### config.mk
export PLATFORM = sky130hd
export DESIGN_NAME = ccd_readout_seq
export DESIGN_NICKNAME = d
export VERILOG_FILES = /design/src/logic/ccd_pkg.sv /design/src/logic/ccd_skid_buf.sv /design/src/logic/ccd_readout_seq.sv
export SDC_FILE = /design/constraint.sdc
export NUM_CORES = 1
export LEC_CHECK = 0
export BUFFER_PORTS_ARGS = -buffer_cell sky130_fd_sc_hd__buf_2
export CAP_MARGIN = 20
export CORE_MARGIN = 3
export CORE_UTILIZATION = 45
export CTS_BUF_LIST = sky130_fd_sc_hd__clkbuf_8 sky130_fd_sc_hd__clkbuf_16
export DETAILED_ROUTE_END_ITERATION = 10
export PLACE_DENSITY = 0.6
export SYNTH_ARGS = -nofsm -noshare
export SYNTH_HDL_FRONTEND = slang
export SYNTH_HIERARCHICAL = 1
export SYNTH_SLANG_ARGS = --single-unit
export TNS_END_PERCENT = 5
### constraint.sdc
create_clock -name core_clk -period 8.9 [get_ports core_clk]
set_input_delay 0.89 -clock core_clk [delete_from_list [all_inputs] [get_ports core_clk]]
set_output_delay 0.89 -clock core_clk [all_outputs]
set_load 0.005 [all_outputs]
### src/logic/ccd_pkg.sv
// shared constants and types for the frame transfer sensor readout sequencer
package ccd_pkg;

  // ==========================================================
  // array geometry
  localparam int unsigned ACT_LINES = 1002;     // image lines
  localparam int unsigned ACT_PIXELS = 1004;    // pixels per line
  localparam int unsigned DARK_LEFT = 28;       // shielded columns, left edge
  localparam int unsigned DARK_RIGHT = 4;       // shielded columns, right edge
  localparam int unsigned ISO_LINES = 6;        // dark isolation lines
  localparam int unsigned XFER_LINES = ACT_LINES + ISO_LINES;
  localparam int unsigned BAD_LINES = 2;        // lines lost to the long register
  localparam int unsigned GAIN_STAGES = 400;    // multiplication stages
  localparam int unsigned DUMMY_PIXELS = 16;    // transport pixels, arbitrary
  localparam int unsigned SER_LEN = 2 * ACT_PIXELS;

  // ==========================================================
  // timing
  localparam int unsigned CLK_MHZ = 50;
  localparam int unsigned CLEAR_MIN_US = 100;   // least drain clearing pulse
  localparam int unsigned CLEAR_MIN_CYC = CLEAR_MIN_US * CLK_MHZ;
  localparam int unsigned US_CYC = CLK_MHZ;     // cycles per microsecond tick
  localparam int unsigned FRAME_RATE = 30;      // frames per second
  localparam int unsigned FRAME_US = 1000000 / FRAME_RATE;
  localparam int unsigned EXPO_MAX_US = 33333;  // one thirtieth of a second
  localparam int unsigned EXPO_MIN_US = 200;    // one five-thousandth

  // ==========================================================
  // word widths and reset values
  localparam int unsigned DATA_W = 16;
  localparam int unsigned LINE_W = 11;
  localparam int unsigned COL_W = 12;
  localparam int unsigned GAIN_W = 8;
  localparam int unsigned WORD_W = DATA_W + LINE_W + COL_W + 2;
  localparam logic [15:0] EXPO_RST = 16'h0000;
  localparam logic [15:0] DARK_LEVEL = 16'h0040;
  localparam int unsigned EXPO_SHIFT = 2;

  // ==========================================================
  // pin indices within the synchronised gate vector
  localparam int unsigned PIN_IMG_A = 0;
  localparam int unsigned PIN_IMG_B = 1;
  localparam int unsigned PIN_STO_A = 2;
  localparam int unsigned PIN_STO_B = 3;
  localparam int unsigned PIN_SER_A = 4;
  localparam int unsigned PIN_SER_B = 5;
  localparam int unsigned PIN_GAIN = 6;
  localparam int unsigned PIN_NODE = 7;
  localparam int unsigned PIN_DRAIN = 8;
  localparam int unsigned PIN_N = 9;

  // ==========================================================
  // sequencer states
  typedef enum logic [1:0] {
    ST_INTEG = 2'b01,
    ST_XFER = 2'b10
  } ccd_state_e;

endpackage : ccd_pkg

### src/logic/ccd_skid_buf.sv
// two-entry buffer with valid and ready on both sides
`timescale 1ns/1ns
module ccd_skid_buf #(
  parameter int unsigned WIDTH = 8,
  parameter int unsigned DEPTH = 2
) (
  // clock and reset
  input wire logic core_clk,
  input wire logic srst,
  // filling side
  input wire logic in_valid,
  output logic in_ready,
  input wire logic [WIDTH-1:0] in_data,
  // draining side
  output logic out_valid,
  input wire logic out_ready,
  output logic [WIDTH-1:0] out_data
);

  localparam int unsigned PW = (DEPTH > 1) ? $clog2(DEPTH) : 1;

  typedef struct packed {
    logic [DEPTH-1:0][WIDTH-1:0] mem;
    logic [PW-1:0] wr_ptr;
    logic [PW-1:0] rd_ptr;
    logic [PW:0] count;
  } ccd_buf_s;

  ccd_buf_s st_r;
  ccd_buf_s st_nxt;
  logic do_wr;
  logic do_rd;

  // honest flags straight from the fill count
  assign in_ready = (st_r.count != (PW + 1)'(DEPTH));
  assign out_valid = (st_r.count != '0);
  assign out_data = st_r.mem[st_r.rd_ptr];
  assign do_wr = in_valid && in_ready;
  assign do_rd = out_valid && out_ready;

  // pointer and count update
  always_comb begin
    st_nxt = st_r;
    if (do_wr) begin
      st_nxt.mem[st_r.wr_ptr] = in_data;
      st_nxt.wr_ptr = (st_r.wr_ptr == PW'(DEPTH - 1)) ? '0 : st_r.wr_ptr + 1'b1;
    end
    if (do_rd) begin
      st_nxt.rd_ptr = (st_r.rd_ptr == PW'(DEPTH - 1)) ? '0 : st_r.rd_ptr + 1'b1;
    end
    if (do_wr && !do_rd) begin
      st_nxt.count = st_r.count + 1'b1;
    end else if (do_rd && !do_wr) begin
      st_nxt.count = st_r.count - 1'b1;
    end
  end

  // state register
  always_ff @(posedge core_clk) begin
    if (srst) begin
      st_r <= '0;
    end else begin
      st_r <= st_nxt;
    end
  end

endmodule : ccd_skid_buf

### src/logic/ccd_readout_seq.sv
// frame transfer sensor readout sequencer: gate clocks in, sampled pixel words out
`timescale 1ns/1ns

// Summary of operation
// array holds 1002 lines of 1004 pixels
// 28 left, 4 right dark columns
// six isolation lines move with frame transfer
// drain clear held at least 100 us
// end of clearing pulse starts integration
// exposure ranges from 1/30 to 1/5000 s
// fast transfer, stored frame read next cycle
// lines leave storage one at a time
// double register, 400 gain stages, dummies
// first two lines of each scan invalid
// gain follows gain gate pulse amplitude
// one node clear pulse per pixel
// skipped node clears sum packets
// timing supports 30 frames per second
// dark pixels restore black level downstream
// downstream correlated double sampling recommended
// image and storage gates at 1 MHz
// serial, gain, node clear at 35 MHz
// transfer clocks image and storage together
// full serial length clocked per line
module ccd_readout_seq #(
  parameter int unsigned CLEAR_MIN_CYC = ccd_pkg::CLEAR_MIN_CYC,
  parameter int unsigned DUMMY_PIXELS = ccd_pkg::DUMMY_PIXELS
) (
  // clock and reset
  input wire logic core_clk,
  input wire logic srst,
  // gate clocks from the timing generator
  input wire logic image_gate_phase_a,
  input wire logic image_gate_phase_b,
  input wire logic storage_gate_phase_a,
  input wire logic storage_gate_phase_b,
  input wire logic serial_gate_phase_a,
  input wire logic serial_gate_phase_b,
  input wire logic gain_gate_pulse,
  input wire logic node_clear_pulse,
  input wire logic antibloom_drain,
  // multiplication pulse amplitude code
  input wire logic [ccd_pkg::GAIN_W-1:0] gain_level,
  // pixel stream
  output logic pix_valid,
  input wire logic pix_ready,
  output logic [ccd_pkg::DATA_W-1:0] pix_data,
  output logic [ccd_pkg::LINE_W-1:0] pix_line,
  output logic [ccd_pkg::COL_W-1:0] pix_col,
  output logic pix_dark,
  output logic pix_invalid,
  // status
  output logic frame_stored,
  output logic integrating,
  output logic sample_overrun
);
  import ccd_pkg::*;

  // ==========================================================
  // state
  // every flop of the block outside the output buffer sits in this one record, the pin synchronisers
  // included, so a single reset loads them all in the same cycle
  typedef struct packed {
    logic [PIN_N-1:0] sync1;
    logic [PIN_N-1:0] sync2;
    logic [PIN_N-1:0] prev;
    ccd_state_e state;
    logic [5:0] tick_cnt;
    logic [15:0] expo_us;
    logic [15:0] clr_cnt;
    logic [LINE_W-1:0] xfer_lines;
    logic [15:0] stored_expo;
    logic frame_ready;
    logic [LINE_W-1:0] line_idx;
    logic [COL_W-1:0] col;
    logic gain_seen;
    logic [DATA_W-1:0] node_acc;
    logic [COL_W-1:0] node_col;
    logic node_dark;
    logic push_valid;
    logic [WORD_W-1:0] push_word;
    logic overrun;
  } ccd_seq_s;

  ccd_seq_s st_r;
  ccd_seq_s st_nxt;

  logic [PIN_N-1:0] pins;
  logic [PIN_N-1:0] rise;
  logic drain_fall;
  logic push_ready;
  logic [WORD_W-1:0] pop_word;
  logic line_bad;
  logic [DATA_W-1:0] packet;
  logic [DATA_W+GAIN_W-1:0] gained;
  logic [DATA_W:0] acc_sum;
  logic ser_step;
  logic [DATA_W-1:0] sat_packet;

  // shielded columns at both edges of every line
  function automatic logic is_dark(input logic [COL_W-1:0] c);
    is_dark = (c < COL_W'(DARK_LEFT)) ||
      ((c >= COL_W'(ACT_PIXELS - DARK_RIGHT)) && (c < COL_W'(ACT_PIXELS)));
  endfunction : is_dark

  // clip a wide value to the data width instead of letting it wrap to a dark level
  function automatic logic [DATA_W-1:0] clip(input logic [DATA_W+GAIN_W-1:0] v);
    clip = (v[DATA_W+GAIN_W-1:DATA_W] != '0) ? {DATA_W{1'b1}} : v[DATA_W-1:0];
  endfunction : clip

  // ==========================================================
  // pin gathering and edge detection
  assign pins = {antibloom_drain, node_clear_pulse, gain_gate_pulse, serial_gate_phase_b,
    serial_gate_phase_a, storage_gate_phase_b, storage_gate_phase_a, image_gate_phase_b,
    image_gate_phase_a};
  // edges come only from the second stage, never the first
  // limitation: a pin already high as reset ends reads as a rising edge
  assign rise = st_r.sync2 & ~st_r.prev;
  assign drain_fall = st_r.prev[PIN_DRAIN] & ~st_r.sync2[PIN_DRAIN];

  // lines lost while the long register fills, or no frame yet stored
  assign line_bad = !st_r.frame_ready || (st_r.line_idx <= LINE_W'(BAD_LINES));

  // charge packet arriving at the detection node for the current column
  // lit cells carry the stored exposure as a stand-in for collected charge
  always_comb begin
    packet = '0;
    if (st_r.col >= COL_W'(ACT_PIXELS)) begin
      packet = '0; // dummy and empty register cells carry no charge
    end else if (is_dark(st_r.col)) begin
      packet = DARK_LEVEL; // black reference for downstream clamping
    end else if (!line_bad) begin
      packet = st_r.stored_expo >> EXPO_SHIFT;
    end
    // gain scales with the pulse amplitude only when the gain gate was clocked
    gained = st_r.gain_seen ? (DATA_W + GAIN_W)'(packet) * (DATA_W + GAIN_W)'(gain_level)
                            : (DATA_W + GAIN_W)'(packet);
  end

  // saturating node accumulation; limited to the data width
  assign sat_packet = clip(gained);
  assign acc_sum = (DATA_W + 1)'(st_r.node_acc) + (DATA_W + 1)'(sat_packet);

  // a serial step that delivers one more cell to the detection node
  assign ser_step = (st_r.state == ST_INTEG) && rise[PIN_SER_B] &&
    (st_r.col != COL_W'(SER_LEN + DUMMY_PIXELS));

  // ==========================================================
  // next state
  always_comb begin
    st_nxt = st_r;
    st_nxt.sync1 = pins;
    st_nxt.sync2 = st_r.sync1;
    st_nxt.prev = st_r.sync2;
    st_nxt.overrun = 1'b0;

    // microsecond tick from the core clock divider
    // exposure is kept in whole microseconds; finer placement of the frame transfer end is lost
    if (st_r.tick_cnt == 6'(US_CYC - 1)) begin
      st_nxt.tick_cnt = '0;
      if (st_r.expo_us != 16'hFFFF) begin
        st_nxt.expo_us = st_r.expo_us + 16'h0001; // range 1/5000 to 1/30 s fits
      end
    end else begin
      st_nxt.tick_cnt = st_r.tick_cnt + 6'h01;
    end

    // drain clearing pulse width, only a full-length pulse empties the wells
    // a short pulse leaves charge behind, so it does not restart the exposure
    if (st_r.sync2[PIN_DRAIN]) begin
      if (st_r.clr_cnt != 16'hFFFF) begin
        st_nxt.clr_cnt = st_r.clr_cnt + 16'h0001;
      end
    end else begin
      st_nxt.clr_cnt = '0;
    end
    if (drain_fall && (st_r.clr_cnt >= 16'(CLEAR_MIN_CYC))) begin
      st_nxt.expo_us = EXPO_RST; // falling edge opens a fresh exposure
      st_nxt.tick_cnt = '0;
    end

    // frame transfer tracking; readout below only runs while integrating
    case (st_r.state)
      ST_INTEG: begin
        // the first image gate step ends integration
        if (rise[PIN_IMG_B]) begin
          st_nxt.state = ST_XFER;
          st_nxt.xfer_lines = LINE_W'(1);
        end
      end
      ST_XFER: begin
        // image and storage step together; isolation lines ride along
        if (rise[PIN_IMG_B]) begin
          st_nxt.xfer_lines = st_r.xfer_lines + 1'b1;
        end
        // checked a cycle after the last step, so that step is still counted
        if (st_r.xfer_lines == LINE_W'(XFER_LINES)) begin
          st_nxt.state = ST_INTEG;
          st_nxt.stored_expo = st_r.expo_us;
          st_nxt.frame_ready = 1'b1;
          st_nxt.line_idx = '0;
          st_nxt.col = COL_W'(SER_LEN + DUMMY_PIXELS);
          st_nxt.expo_us = EXPO_RST;
        end
      end
      default: begin
        st_nxt.state = ST_INTEG;
      end
    endcase

    // readout of the stored frame runs during the next integration
    // serial and storage pins are ignored during transfer, where a step would smear
    if (st_r.state == ST_INTEG) begin
      // storage-only step moves exactly one line into the serial register
      if (rise[PIN_STO_B] && !rise[PIN_IMG_B]) begin
        if (st_r.line_idx != LINE_W'(XFER_LINES + BAD_LINES)) begin
          st_nxt.line_idx = st_r.line_idx + 1'b1;
        end else begin
          st_nxt.frame_ready = 1'b0; // whole frame drained
        end
        st_nxt.col = '0;
        st_nxt.gain_seen = 1'b0;
      end
      if (rise[PIN_GAIN]) begin
        st_nxt.gain_seen = 1'b1;
      end
      // every serial step through the double-length register delivers a cell
      if (ser_step) begin
        st_nxt.col = st_r.col + 1'b1;
        st_nxt.node_acc = clip((DATA_W + GAIN_W)'(acc_sum));
        st_nxt.node_col = st_r.col;
        st_nxt.node_dark = is_dark(st_r.col);
      end
    end

    // handing the word to the buffer
    // cleared before the set below, so a fresh sample in the same cycle wins
    if (st_r.push_valid && push_ready) begin
      st_nxt.push_valid = 1'b0;
    end
    // node clear samples and empties the node; skipped clears sum packets
    if (rise[PIN_NODE]) begin
      if (st_r.push_valid && !push_ready) begin
        st_nxt.overrun = 1'b1; // receiver stalled past both buffer entries
      end else begin
        st_nxt.push_valid = 1'b1;
        st_nxt.push_word = {st_r.node_acc, st_r.line_idx, st_r.node_col, st_r.node_dark, line_bad};
      end
      // a cell landing in the same cycle opens the next sum instead of being lost
      if (ser_step) begin
        st_nxt.node_acc = sat_packet;
      end else begin
        st_nxt.node_acc = '0;
      end
    end
  end

  // ==========================================================
  // state register
  always_ff @(posedge core_clk) begin
    if (srst) begin
      st_r <= '0;
      st_r.state <= ST_INTEG;
      st_r.expo_us <= EXPO_RST;
      // column parked past the register end, so stray serial steps do nothing
      st_r.col <= COL_W'(SER_LEN + DUMMY_PIXELS);
    end else begin
      st_r <= st_nxt;
    end
  end

  // ==========================================================
  // output buffer: one sample per node clear keeps pace with a 30 frame/s scan
  // two entries plus the push register ride out a stall of three pixel periods
  ccd_skid_buf #(
    .WIDTH(WORD_W),
    .DEPTH(2)
  ) u_buf (
    .core_clk(core_clk),
    .srst(srst),
    .in_valid(st_r.push_valid),
    .in_ready(push_ready),
    .in_data(st_r.push_word),
    .out_valid(pix_valid),
    .out_ready(pix_ready),
    .out_data(pop_word)
  );

  // ==========================================================
  // word fields and status
  // field order must match the packing at the push register
  assign pix_data = pop_word[WORD_W-1 -: DATA_W];
  assign pix_line = pop_word[COL_W+2 +: LINE_W];
  assign pix_col = pop_word[2 +: COL_W];
  assign pix_dark = pop_word[1];
  assign pix_invalid = pop_word[0];
  assign frame_stored = st_r.frame_ready;
  assign integrating = (st_r.state == ST_INTEG);
  assign sample_overrun = st_r.overrun;

endmodule : ccd_readout_seq

==> results of run 1 <==
[cells by family (layout without fill, tap and decap cells)]
group                      Yosys count  in the layout
xor gates and xnor gates            60             60
adders and majority gates          148            148
muxes                               96             96
buffers and inverters              245            302
and+or+nand+nor                    761            761
AOI/OAI and AO/OA                  393            393
DFF                                266            266
[power by group]
group	switching (mW)	internal (mW)
sequential	0.0481	1.21
combinational	0.132	0.0886
clock	0.494	0.709
[how the worst min path moves through the flow]
| stage | start | end | slack (ps) | cells past startpoint |
|---|---|---|---|---|
| finish | st_nxt[181] | st_nxt[172] | 440 | 1 |
| global route | st_nxt[181] | st_nxt[172] | 460 | 1 |
| CTS | st_nxt[181] | st_nxt[172] | 440 | 1 |
| detailed placement | st_nxt[181] | st_nxt[172] | 430 | 1 |
| global placement | st_nxt[179] | st_nxt[170] | 420 | 1 |
| floorplan | st_nxt[174] | st_nxt[165] | 410 | 1 |
[through the flow]
step / hold WS (ps) / cell area (sq um) / total power [mW]
final: 440.6 / 18530 / 2.685
after global routing: 456.5 / 18530 / 2.793
after CTS: 440.1 / 18290 / 2.717
after detailed placement: 426.4 / 17300 / 1.503
after global placement: 417.3 / 17300 / 1.501
after floorplan: 413.8 / 16500 / 1.435
[layout by cell type, fill, tap and decap left out, types with 19 or more instances in the layout]
| cell | count |
|---|---|
| o211ai_1 | 22 |
| nor3_1 | 23 |
| nand2_1 | 211 |
| ha_1 | 73 |
| o21ai_0 | 129 |
| buf_4 | 53 |
| a21oi_1 | 134 |
| nand3_1 | 48 |
| nor2_1 | 122 |
| mux2i_1 | 49 |
| nand4_1 | 21 |
| dfxtp_1 | 263 |
| and2_1 | 19 |
| clkbuf_16 | 31 |
| buf_2 | 60 |
| nor2b_1 | 64 |
| and3_1 | 92 |
| inv_1 | 132 |
| nand2b_1 | 99 |
| fa_1 | 73 |
| mux2_2 | 46 |
| xor2_1 | 30 |
| xnor2_1 | 30 |
[cell usage after synthesis, types with 3 or more instances]
cell	n	share of area (%)
o22ai_1	3	0.11
nand3b_1	6	0.27
nand2_1	211	4.8
a211oi_1	11	0.50
o21a_1	11	0.50
a31o_2	3	0.16
inv_1	127	2.9
nand4_1	21	0.80
or2_2	4	0.15
or3_1	13	0.49
buf_6	4	0.27
mux2_2	47	3.2
o221ai_1	4	0.21
o2111ai_1	4	0.21
fa_1	73	8.9
o31ai_1	6	0.27
xnor2_1	30	1.6
a21oi_1	136	4.1
nand2b_1	101	3.8
nor3_1	25	0.76
a31oi_1	16	0.61
and4_1	3	0.16
nand3_1	48	1.5
nor2b_1	65	2.5
clkbuf_1	99	2.3
nand4b_1	4	0.21
nor3b_1	4	0.18
and2_1	21	0.80
a21o_1	7	0.32
a22oi_1	7	0.32
o21ai_1	4	0.12
mux2i_1	49	3.0
and3_1	93	3.5
nor4_1	4	0.15
o211ai_1	22	1.0
ha_1	75	5.7
dfxtp_1	266	32
o21ai_0	132	4.0
xor2_1	30	1.6
nor2_1	124	2.8
buf_2	11	0.33
[sequential cells by signal, indices dropped and copies added (netlist names)]
| name | count |
|---|---|
| u_buf/st_r | 86 |
| st_nxt | 12 |
| frame_stored | 1 |
| sample_overrun | 1 |
| st_r | 166 |
[timing repair]
item | CTS | global route
buffers inserted | 0 | 9
endpoints found under the setup margin | 0 | 16
gates resized for setup | 0 | 34
[cell type report]
type	count	area share (%)
inverters	128	2.606
clock inverters	16	0.7089
well taps	461	3.112
repair buffers	120	4.402
clock buffers	38	4.645
multi-input cells	1458	55.77
flip-flops and latches	266	28.75
[worst max-delay path, delay by kind of cell (launching register included)]
family	cells	cell delay, ps
adder cells (fa/ha/maj)	7	3010
AO/OA/AOI/OAI	13	2490
AND/OR/NAND/NOR	8	1300
buffers and inverters	8	790
multiplexers	1	340
flip-flops	1	330
[metal layers]
layer	vias up	routed length, um
met4	0	670
met5	-	0
met1	6388	19370
met3	49	1551
li1	6760	-
met2	254	16940
==> impl_metrics.csv, run 1 <==
group,metric,value,unit
floorplan,dieArea,38990,sq um
worst_setup_path,r2r_end,"st_r[64]",
drt,routed_wl,38530,um
cells_and_area,fin_nets,2172,
global_routing,antenna_found_initial,0,
logic_synthesis,synthCells,1969,
worst_setup_path,cp.required,9300,ps
cells_and_area,stdcell_count,2487,
worst_setup_path,critPathKind,"reg2reg",
logic_synthesis,synth_top_family_by_area,"simple AND/OR/NAND/NOR gates",
logic_synthesis,yosys.area_share.simple,23.82,%
sta,fmax,118.3,MHz
pwr,ir_drop,0.1654,mV
global_routing,grt_first_pass_wirelength,65410,um
sta,setup_viol,0,
cts,cts_tree,"done",
global_routing,met2_usage,31.79,%
global_routing,grt_most_used_layer,"met2",
drt,dr.pass1.iters,6,
sta,fin_crit_sh,94.99,%
logic_synthesis,avgSynthCellArea,8.378,sq um
worst_setup_path,r2r_slack,450,ps
global_routing,grt_usage,19.71,%
drt,ant_nets,0,
drt,wl_per_cell,15.49,um
cts,cts_buffers,30,
sta,worstMarginPinSlew,1114,ps
drt,drc,0,
placed_design,gp_congestion,0.8594,
global_routing,first_global_vias,13054,
floorplan,io_pins,65,
placed_design,post-place-ws,166.3,ps
worst_setup_path,slowest_stage,"fa_1",
worst_setup_path,cp-end-kind,"flop",
cells_and_area,regArea,5329,sq um
sta,hold_viol,0,
worst_setup_path,cp-endpoint,"st_r[64]",
global_routing,met3_usage,2.286,%
logic_synthesis,synthXorXnorAreaFrac,3.186,%
pwr,p_per_area,144.9,nW/um^2
cells_and_area,areaGrowthSynthToFinish,12.35,%
logic_synthesis,yosys.area_share.adder,14.55,%
worst_setup_path,cp_slowest_stage_delay,550,ps
sta,final.min_clock_period,8454,ps
placed_design,dp_hpwl,26830,um
drt,drtIter0Drc,964,
cts,clockRootBuffer,"clkbuf_16",
pwr,p_leak,7.773,nW
cts,numClockSinks,266,
logic_synthesis,synth_edf_count,0,
sta,tns,0,ps
cts,cts_hold_buf,0,
cts,htree_levels,1,
worst_setup_path,startpoint,"st_r[85]",
placed_design,portBuffers,61,
placed_design,post-place-cells,2423,
logic_synthesis,ys.warnings.count,6,
sta,slew_headroom,25.73,%
logic_synthesis,synth_compound_area_share,14.10,%
drt,vias_per_cell,5.409,
floorplan,core-area,35830,sq um
cts,path_clk_slew,70,ps
cts,clockBufferDepth,3,
logic_synthesis,synthesis.nets,2137,
global_routing,met1_usage,28.58,%
floorplan,die_x,197.5,um
logic_synthesis,synthMuxAreaShare,6.182,%
cells_and_area,utilization,51.73,%
logic_synthesis,synth.distinct_cells,76,
worst_setup_path,reg2reg_from,"st_r[85]",
sta,setup_slack,446.0,ps
cells_and_area,drive_gt1_share,13.33,%
worst_setup_path,start_kind,"flop",
global_routing,grt_max_degree,100,
logic_synthesis,async_flop_share,0,%
sta,rsz0062_at_grt,"true",
floorplan,rows,69,
cells_and_area,nFillCells,3514,
worst_hold_path,hold_class,"reg2reg",
floorplan,fp.dieH,197.5,um
sta,skew,30.55,ps
logic_synthesis,yosys_most_used_dff,"dfxtp_1",
cts,clk_latency,570,ps
run,drv_cap,0,
logic_synthesis,synth.ff_latch_count,266,
worst_setup_path,critPathArrivalTime,8860,ps
worst_setup_path,crit_fanout,24,
floorplan,start_util,46.04,%
cells_and_area,multi_input_area,10340,sq um
sta,slew_viol_final,0,
run_status,status,"complete, no violations",
logic_synthesis,syn_area,16500,sq um
cells_and_area,num_antenna_cells,0,
global_routing,grt_overflow,0,
drt,num_vias,13451,
worst_setup_path,worst_r2r_path_depth,37,
logic_synthesis,seq_area_frac_synth,32.28,%
(Power assumes the default switching activity.)
==> run 2: changes to the inputs <==
Settings changed: PLACE_DENSITY 0.6 to 0.72.
==> impl_metrics.csv, run 2 (synthesis results as in run 1) <==
group,metric,value,unit
placed_design,dp_hpwl,26780,um
sta,slew_viol_final,0,
cells_and_area,multi_input_area,10330,sq um
cells_and_area,regArea,5326,sq um
placed_design,gp_congestion,0.8923,
cells_and_area,drive_gt1_share,11.81,%
drt,vias_per_cell,5.534,
worst_setup_path,cp_slowest_stage_delay,550,ps
sta,worstMarginPinSlew,1081,ps
global_routing,grt_overflow,0,
drt,routed_wl,38510,um
worst_setup_path,cp-end-kind,"flop",
cts,clockBufferDepth,3,
sta,setup_viol,0,
cells_and_area,stdcell_count,2468,
sta,skew,26.24,ps
worst_hold_path,hold_class,"reg2reg",
drt,dr.pass1.iters,5,
cts,clockRootBuffer,"clkbuf_16",
worst_setup_path,critPathArrivalTime,8980,ps
floorplan,start_util,46.04,%
drt,wl_per_cell,15.60,um
run,drv_cap,0,
cells_and_area,final_cell_mix,"dfxtp_1 (265), nand2_1 (211), inv_1 (138)",
sta,fin_crit_sh,96.22,%
drt,num_vias,13657,
placed_design,post-place-ws,160.3,ps
cells_and_area,fin_area,18320,sq um
drt,ant_nets,0,
placed_design,dpl_cell_area,17230,sq um
floorplan,rows,69,
floorplan,core-area,35830,sq um
global_routing,grt_usage,19.46,%
global_routing,first_global_vias,13314,
drt,drc,0,
worst_setup_path,crit_fanout,24,
cts,cts_tree,"done",
cts,cts_buffers,28,
cells_and_area,top_register,"st_r",
pwr,p_leak,7.696,nW
worst_setup_path,worst_r2r_path_depth,33,
worst_setup_path,start_kind,"flop",
pwr,p_total,2.618,mW
drt,drtIter0Drc,958,
global_routing,antenna_found_initial,0,
run_status,status,"complete, no violations",
worst_setup_path,critPathKind,"reg2reg",
cells_and_area,mostFrequentLayoutCell,"dfxtp_1",
sta,hold_viol,0,
floorplan,dieArea,38990,sq um
sta,final.min_clock_period,8564,ps
cells_and_area,num_antenna_cells,0,
sta,slew_headroom,27.93,%
worst_hold_path,hold_path_depth,1,
global_routing,grt_first_pass_wirelength,64940,um
cts,numClockSinks,266,
worst_setup_path,cpMostUsedCell,"fa_1",
sta,fmax,116.8,MHz
worst_setup_path,slowest_stage,"fa_1",
floorplan,io_pins,65,
placed_design,post-place-cells,2413,
floorplan,die_x,197.5,um
floorplan,fp.dieH,197.5,um
cells_and_area,utilization,51.14,%
cells_and_area,largest_reg_flops,166,
sta,setup_slack,336.4,ps
cts,htree_levels,1,
cells_and_area,nFillCells,3329,
placed_design,portBuffers,61,
worst_setup_path,cp.required,9320,ps
global_routing,grt_max_degree,125,
cts,path_clk_slew,60,ps
pwr,ir_drop,0.1554,mV
cells_and_area,fin_nets,2154,
cells_and_area,areaGrowthSynthToFinish,11.07,%
pwr,p_per_area,142.9,nW/um^2
cts,clk_latency,560,ps
## run 2: metal layers
layer  track usage (%)  up-vias  share of wire (%)
met5                 0        -                  0
met4             4.409        0                2.2
met3             2.354       64                4.9
met2             32.26      342                 46
met1             27.34     6519                 47
li1                  -     6732                  -
## run 2: area by class of cell
type	instances	area share, %
Inverter	128	2.636
Tap cell	461	3.148
Clock inverter	19	0.8946
Sequential cell	266	29.07
Clock buffer	32	4.125
Timing Repair Buffer	104	3.756
Multi-Input combinational cell	1458	56.37
## run 2: report_power, final
| part | internal [mW] | switching (mW) | leakage, nW |
|---|---|---|---|
| Clock | 0.665 | 0.479 | 0.492 |
| Combinational | 0.0853 | 0.128 | 5.05 |
| Sequential | 1.21 | 0.0486 | 2.15 |
| Total | 1.96 | 0.656 | 7.70 |
## run 2: through the flow
step | TNS (ps) | hold WS (ps)
2_1_floorplan | 0 | 413.8
3_3_place_gp | 0 | 419.2
3_5_place_dp | 0 | 429.1
4_1_cts | 0 | 443.6
5_1_grt | -86.75 | 452.1
6_report | 0 | 436.0
## run 2: repair_timing
item	CTS	global route
setup buffers	0	2
endpoints found under the setup margin	0	16
resized for setup	0	23
hold buffers	0	0
## run 2: worst max-delay path: cells and delay by family (launching register included)
| kind | cells | cell delay, ps |
|---|---|---|
| AO/OA/AOI/OAI | 12 | 2480 |
| multiplexers | 1 | 380 |
| flip-flops | 1 | 380 |
| AND/OR/NAND/NOR | 8 | 1600 |
| buffers and inverters | 5 | 550 |
| adder cells (fa/ha/maj) | 7 | 3000 |
## run 2: final timing paths
path	from	end	slack [ps]
worst max-delay path	st_r[86]	st_r[68]	340
worst min-delay path	st_nxt[178]	st_nxt[169]	440
worst max register to register	st_r[86]	st_r[68]	340
worst min register to register	st_nxt[178]	st_nxt[169]	440
==> run 3: changes to the inputs <==
Settings changed: CORE_ASPECT_RATIO from default to 1.5.
==> impl_metrics.csv, run 3 (synthesis results as in run 1) <==
group,metric,value,unit
run_status,status,"complete, no violations",
pwr,p_leak,7.657,nW
pwr,power_frac_seq,48.5,%
drt,drc,0,
pwr,p_sw_share,25.14,%
floorplan,io_pins,65,
cells_and_area,utilization,50.74,%
floorplan,start_util,45.75,%
cells_and_area,final_cell_mix,"dfxtp_1 (265), nand2_1 (211), a21oi_1 (134)",
drt,ant_nets,0,
drt,routed_wl,37920,um
sta,whs,432.6,ps
cells_and_area,regArea,5326,sq um
worst_setup_path,crit_fanout,25,
worst_setup_path,cp_slowest_stage_delay,550,ps
floorplan,rows,85,
worst_setup_path,critPathKind,"reg2reg",
cts,clk_latency,550,ps
worst_setup_path,slowest_stage,"fa_1",
cells_and_area,nFillCells,3357,
sta,rsz0062_at_grt,"false",
floorplan,fp.dieH,240.5,um
sta,fmax,117.6,MHz
cells_and_area,drive_gt1_share,11.91,%
cells_and_area,fin_nets,2157,
worst_setup_path,cp.required,9380,ps
worst_hold_path,worstHoldStart,"st_nxt[181]",
floorplan,dieArea,39040,sq um
sta,fin_crit_sh,95.56,%
worst_setup_path,cp-end-kind,"flop",
pwr,pwr-share-comb,8.2,%
floorplan,die_x,162.3,um
cells_and_area,fin_area,18290,sq um
cts,cts_buffers,26,
drt,drtIter0Drc,940,
cells_and_area,top_register,"st_r",
worst_setup_path,critPathArrivalTime,8990,ps
placed_design,gp_congestion,0.9023,
cts,clockRootBuffer,"clkbuf_16",
pwr,p_total,2.599,mW
cells_and_area,areaGrowthSynthToFinish,10.89,%
sta,setup_viol,0,
pwr,p_per_area,142.1,nW/um^2
pwr,p_switching,653.4,uW
placed_design,portBuffers,61,
sta,worstMarginPinSlew,1100,ps
cells_and_area,largest_reg_flops,166,
cts,htree_levels,1,
global_routing,grt_overflow,0,
cts,path_clk_slew,70,ps
sta,tns,0,ps
worst_setup_path,start_kind,"flop",
sta,slew_viol_final,0,
global_routing,grt_first_pass_wirelength,64510,um
run,drv_cap,0,
global_routing,grt_max_degree,120,
cells_and_area,num_antenna_cells,0,
cells_and_area,multi_input_area,10290,sq um
pwr,internal-power,1.946,mW
sta,skew,9.181,ps
floorplan,core-area,36050,sq um
worst_setup_path,startpoint,"st_r[86]",
placed_design,dpl_cell_area,17290,sq um
sta,final.min_clock_period,8505,ps
cts,cts_tree,"done",
cells_and_area,mostFrequentLayoutCell,"dfxtp_1",
global_routing,grt_usage,19.34,%
drt,vias_per_cell,5.496,
placed_design,dp_hpwl,27180,um
global_routing,antenna_found_initial,0,
pwr,ir_drop,0.1220,mV
pwr,clockPowerShare,43.3,%
worst_hold_path,hold_class,"reg2reg",
cts,numClockSinks,266,
cts,clockBufferDepth,3,
drt,wl_per_cell,15.27,um
sta,slew_headroom,26.69,%
sta,hold_viol,0,
cts,cts_hold_buf,0,
global_routing,first_global_vias,13611,
drt,num_vias,13651,
drt,dr.pass1.iters,6,
worst_setup_path,reg2reg_from,"st_r[86]",
run 3: changes by cell type in the layout (fill, tap and decap cells not counted), moves of 3 or more:
cell   change
buf_4      +6
inv_1      -7
ha_1       +3
ha_2       -3
run 3: cell type report:
class,instances,area share [%]
Timing Repair Buffer,109,3.906
Tap cell,478,3.270
Sequential cell,266,29.12
Clock buffer,29,3.783
Multi-Input combinational cell,1458,56.27
Clock inverter,16,1.019
Inverter,128,2.640
run 3: routing by layer:
layer	wire (um)	GRT usage, %	up-vias
met5	0	0	-
met4	1069	6.570	0
met3	1548	2.465	81
met2	19830	36.51	302
met1	15480	22.28	6542
li1	-	-	6726
run 3: timing repair:
item                                    4_1_cts  5_1_grt
setup buffers                                 0        3
endpoints found under the setup margin        0       16
endpoints found under the hold margin         0        0
resized for setup                             0       17
run 3: through the flow:
stage	setup slack (ps)	instances
2_1_floorplan	146.0	1969
3_3_place_gp	404.7	2434
3_5_place_dp	150.9	2435
4_1_cts	126.1	2480
5_1_grt	5.837	2484
6_report	394.9	2484
run 3: final timing paths:
path                                     to  slack (ps)  cells past startpoint
worst max register to register     st_r[71]         390                     33
worst min-delay path            st_nxt[172]         430                      1
worst max-delay path               st_r[71]         390                     33
worst min register to register  st_nxt[172]         430                      1
run 3: power by group through the flow:
stage	Combinational [mW]	Sequential, mW	Clock [mW]
3_5_place_dp	0.212	1.29	0
6_report	0.214	1.26	1.12
2_1_floorplan	0.185	1.25	0
5_1_grt	0.234	1.27	1.20
3_3_place_gp	0.205	1.29	0
4_1_cts	0.213	1.26	1.15
run 3: worst max-delay path: cells and delay by family (launching register included):
family | cells | cell delay (ps)
AOI/OAI and AO/OA | 11 | 2370
adders and majority gates | 7 | 2960
buffers and inverters | 4 | 320
DFF | 1 | 370
muxes | 1 | 370
and+or+nand+nor | 10 | 2020
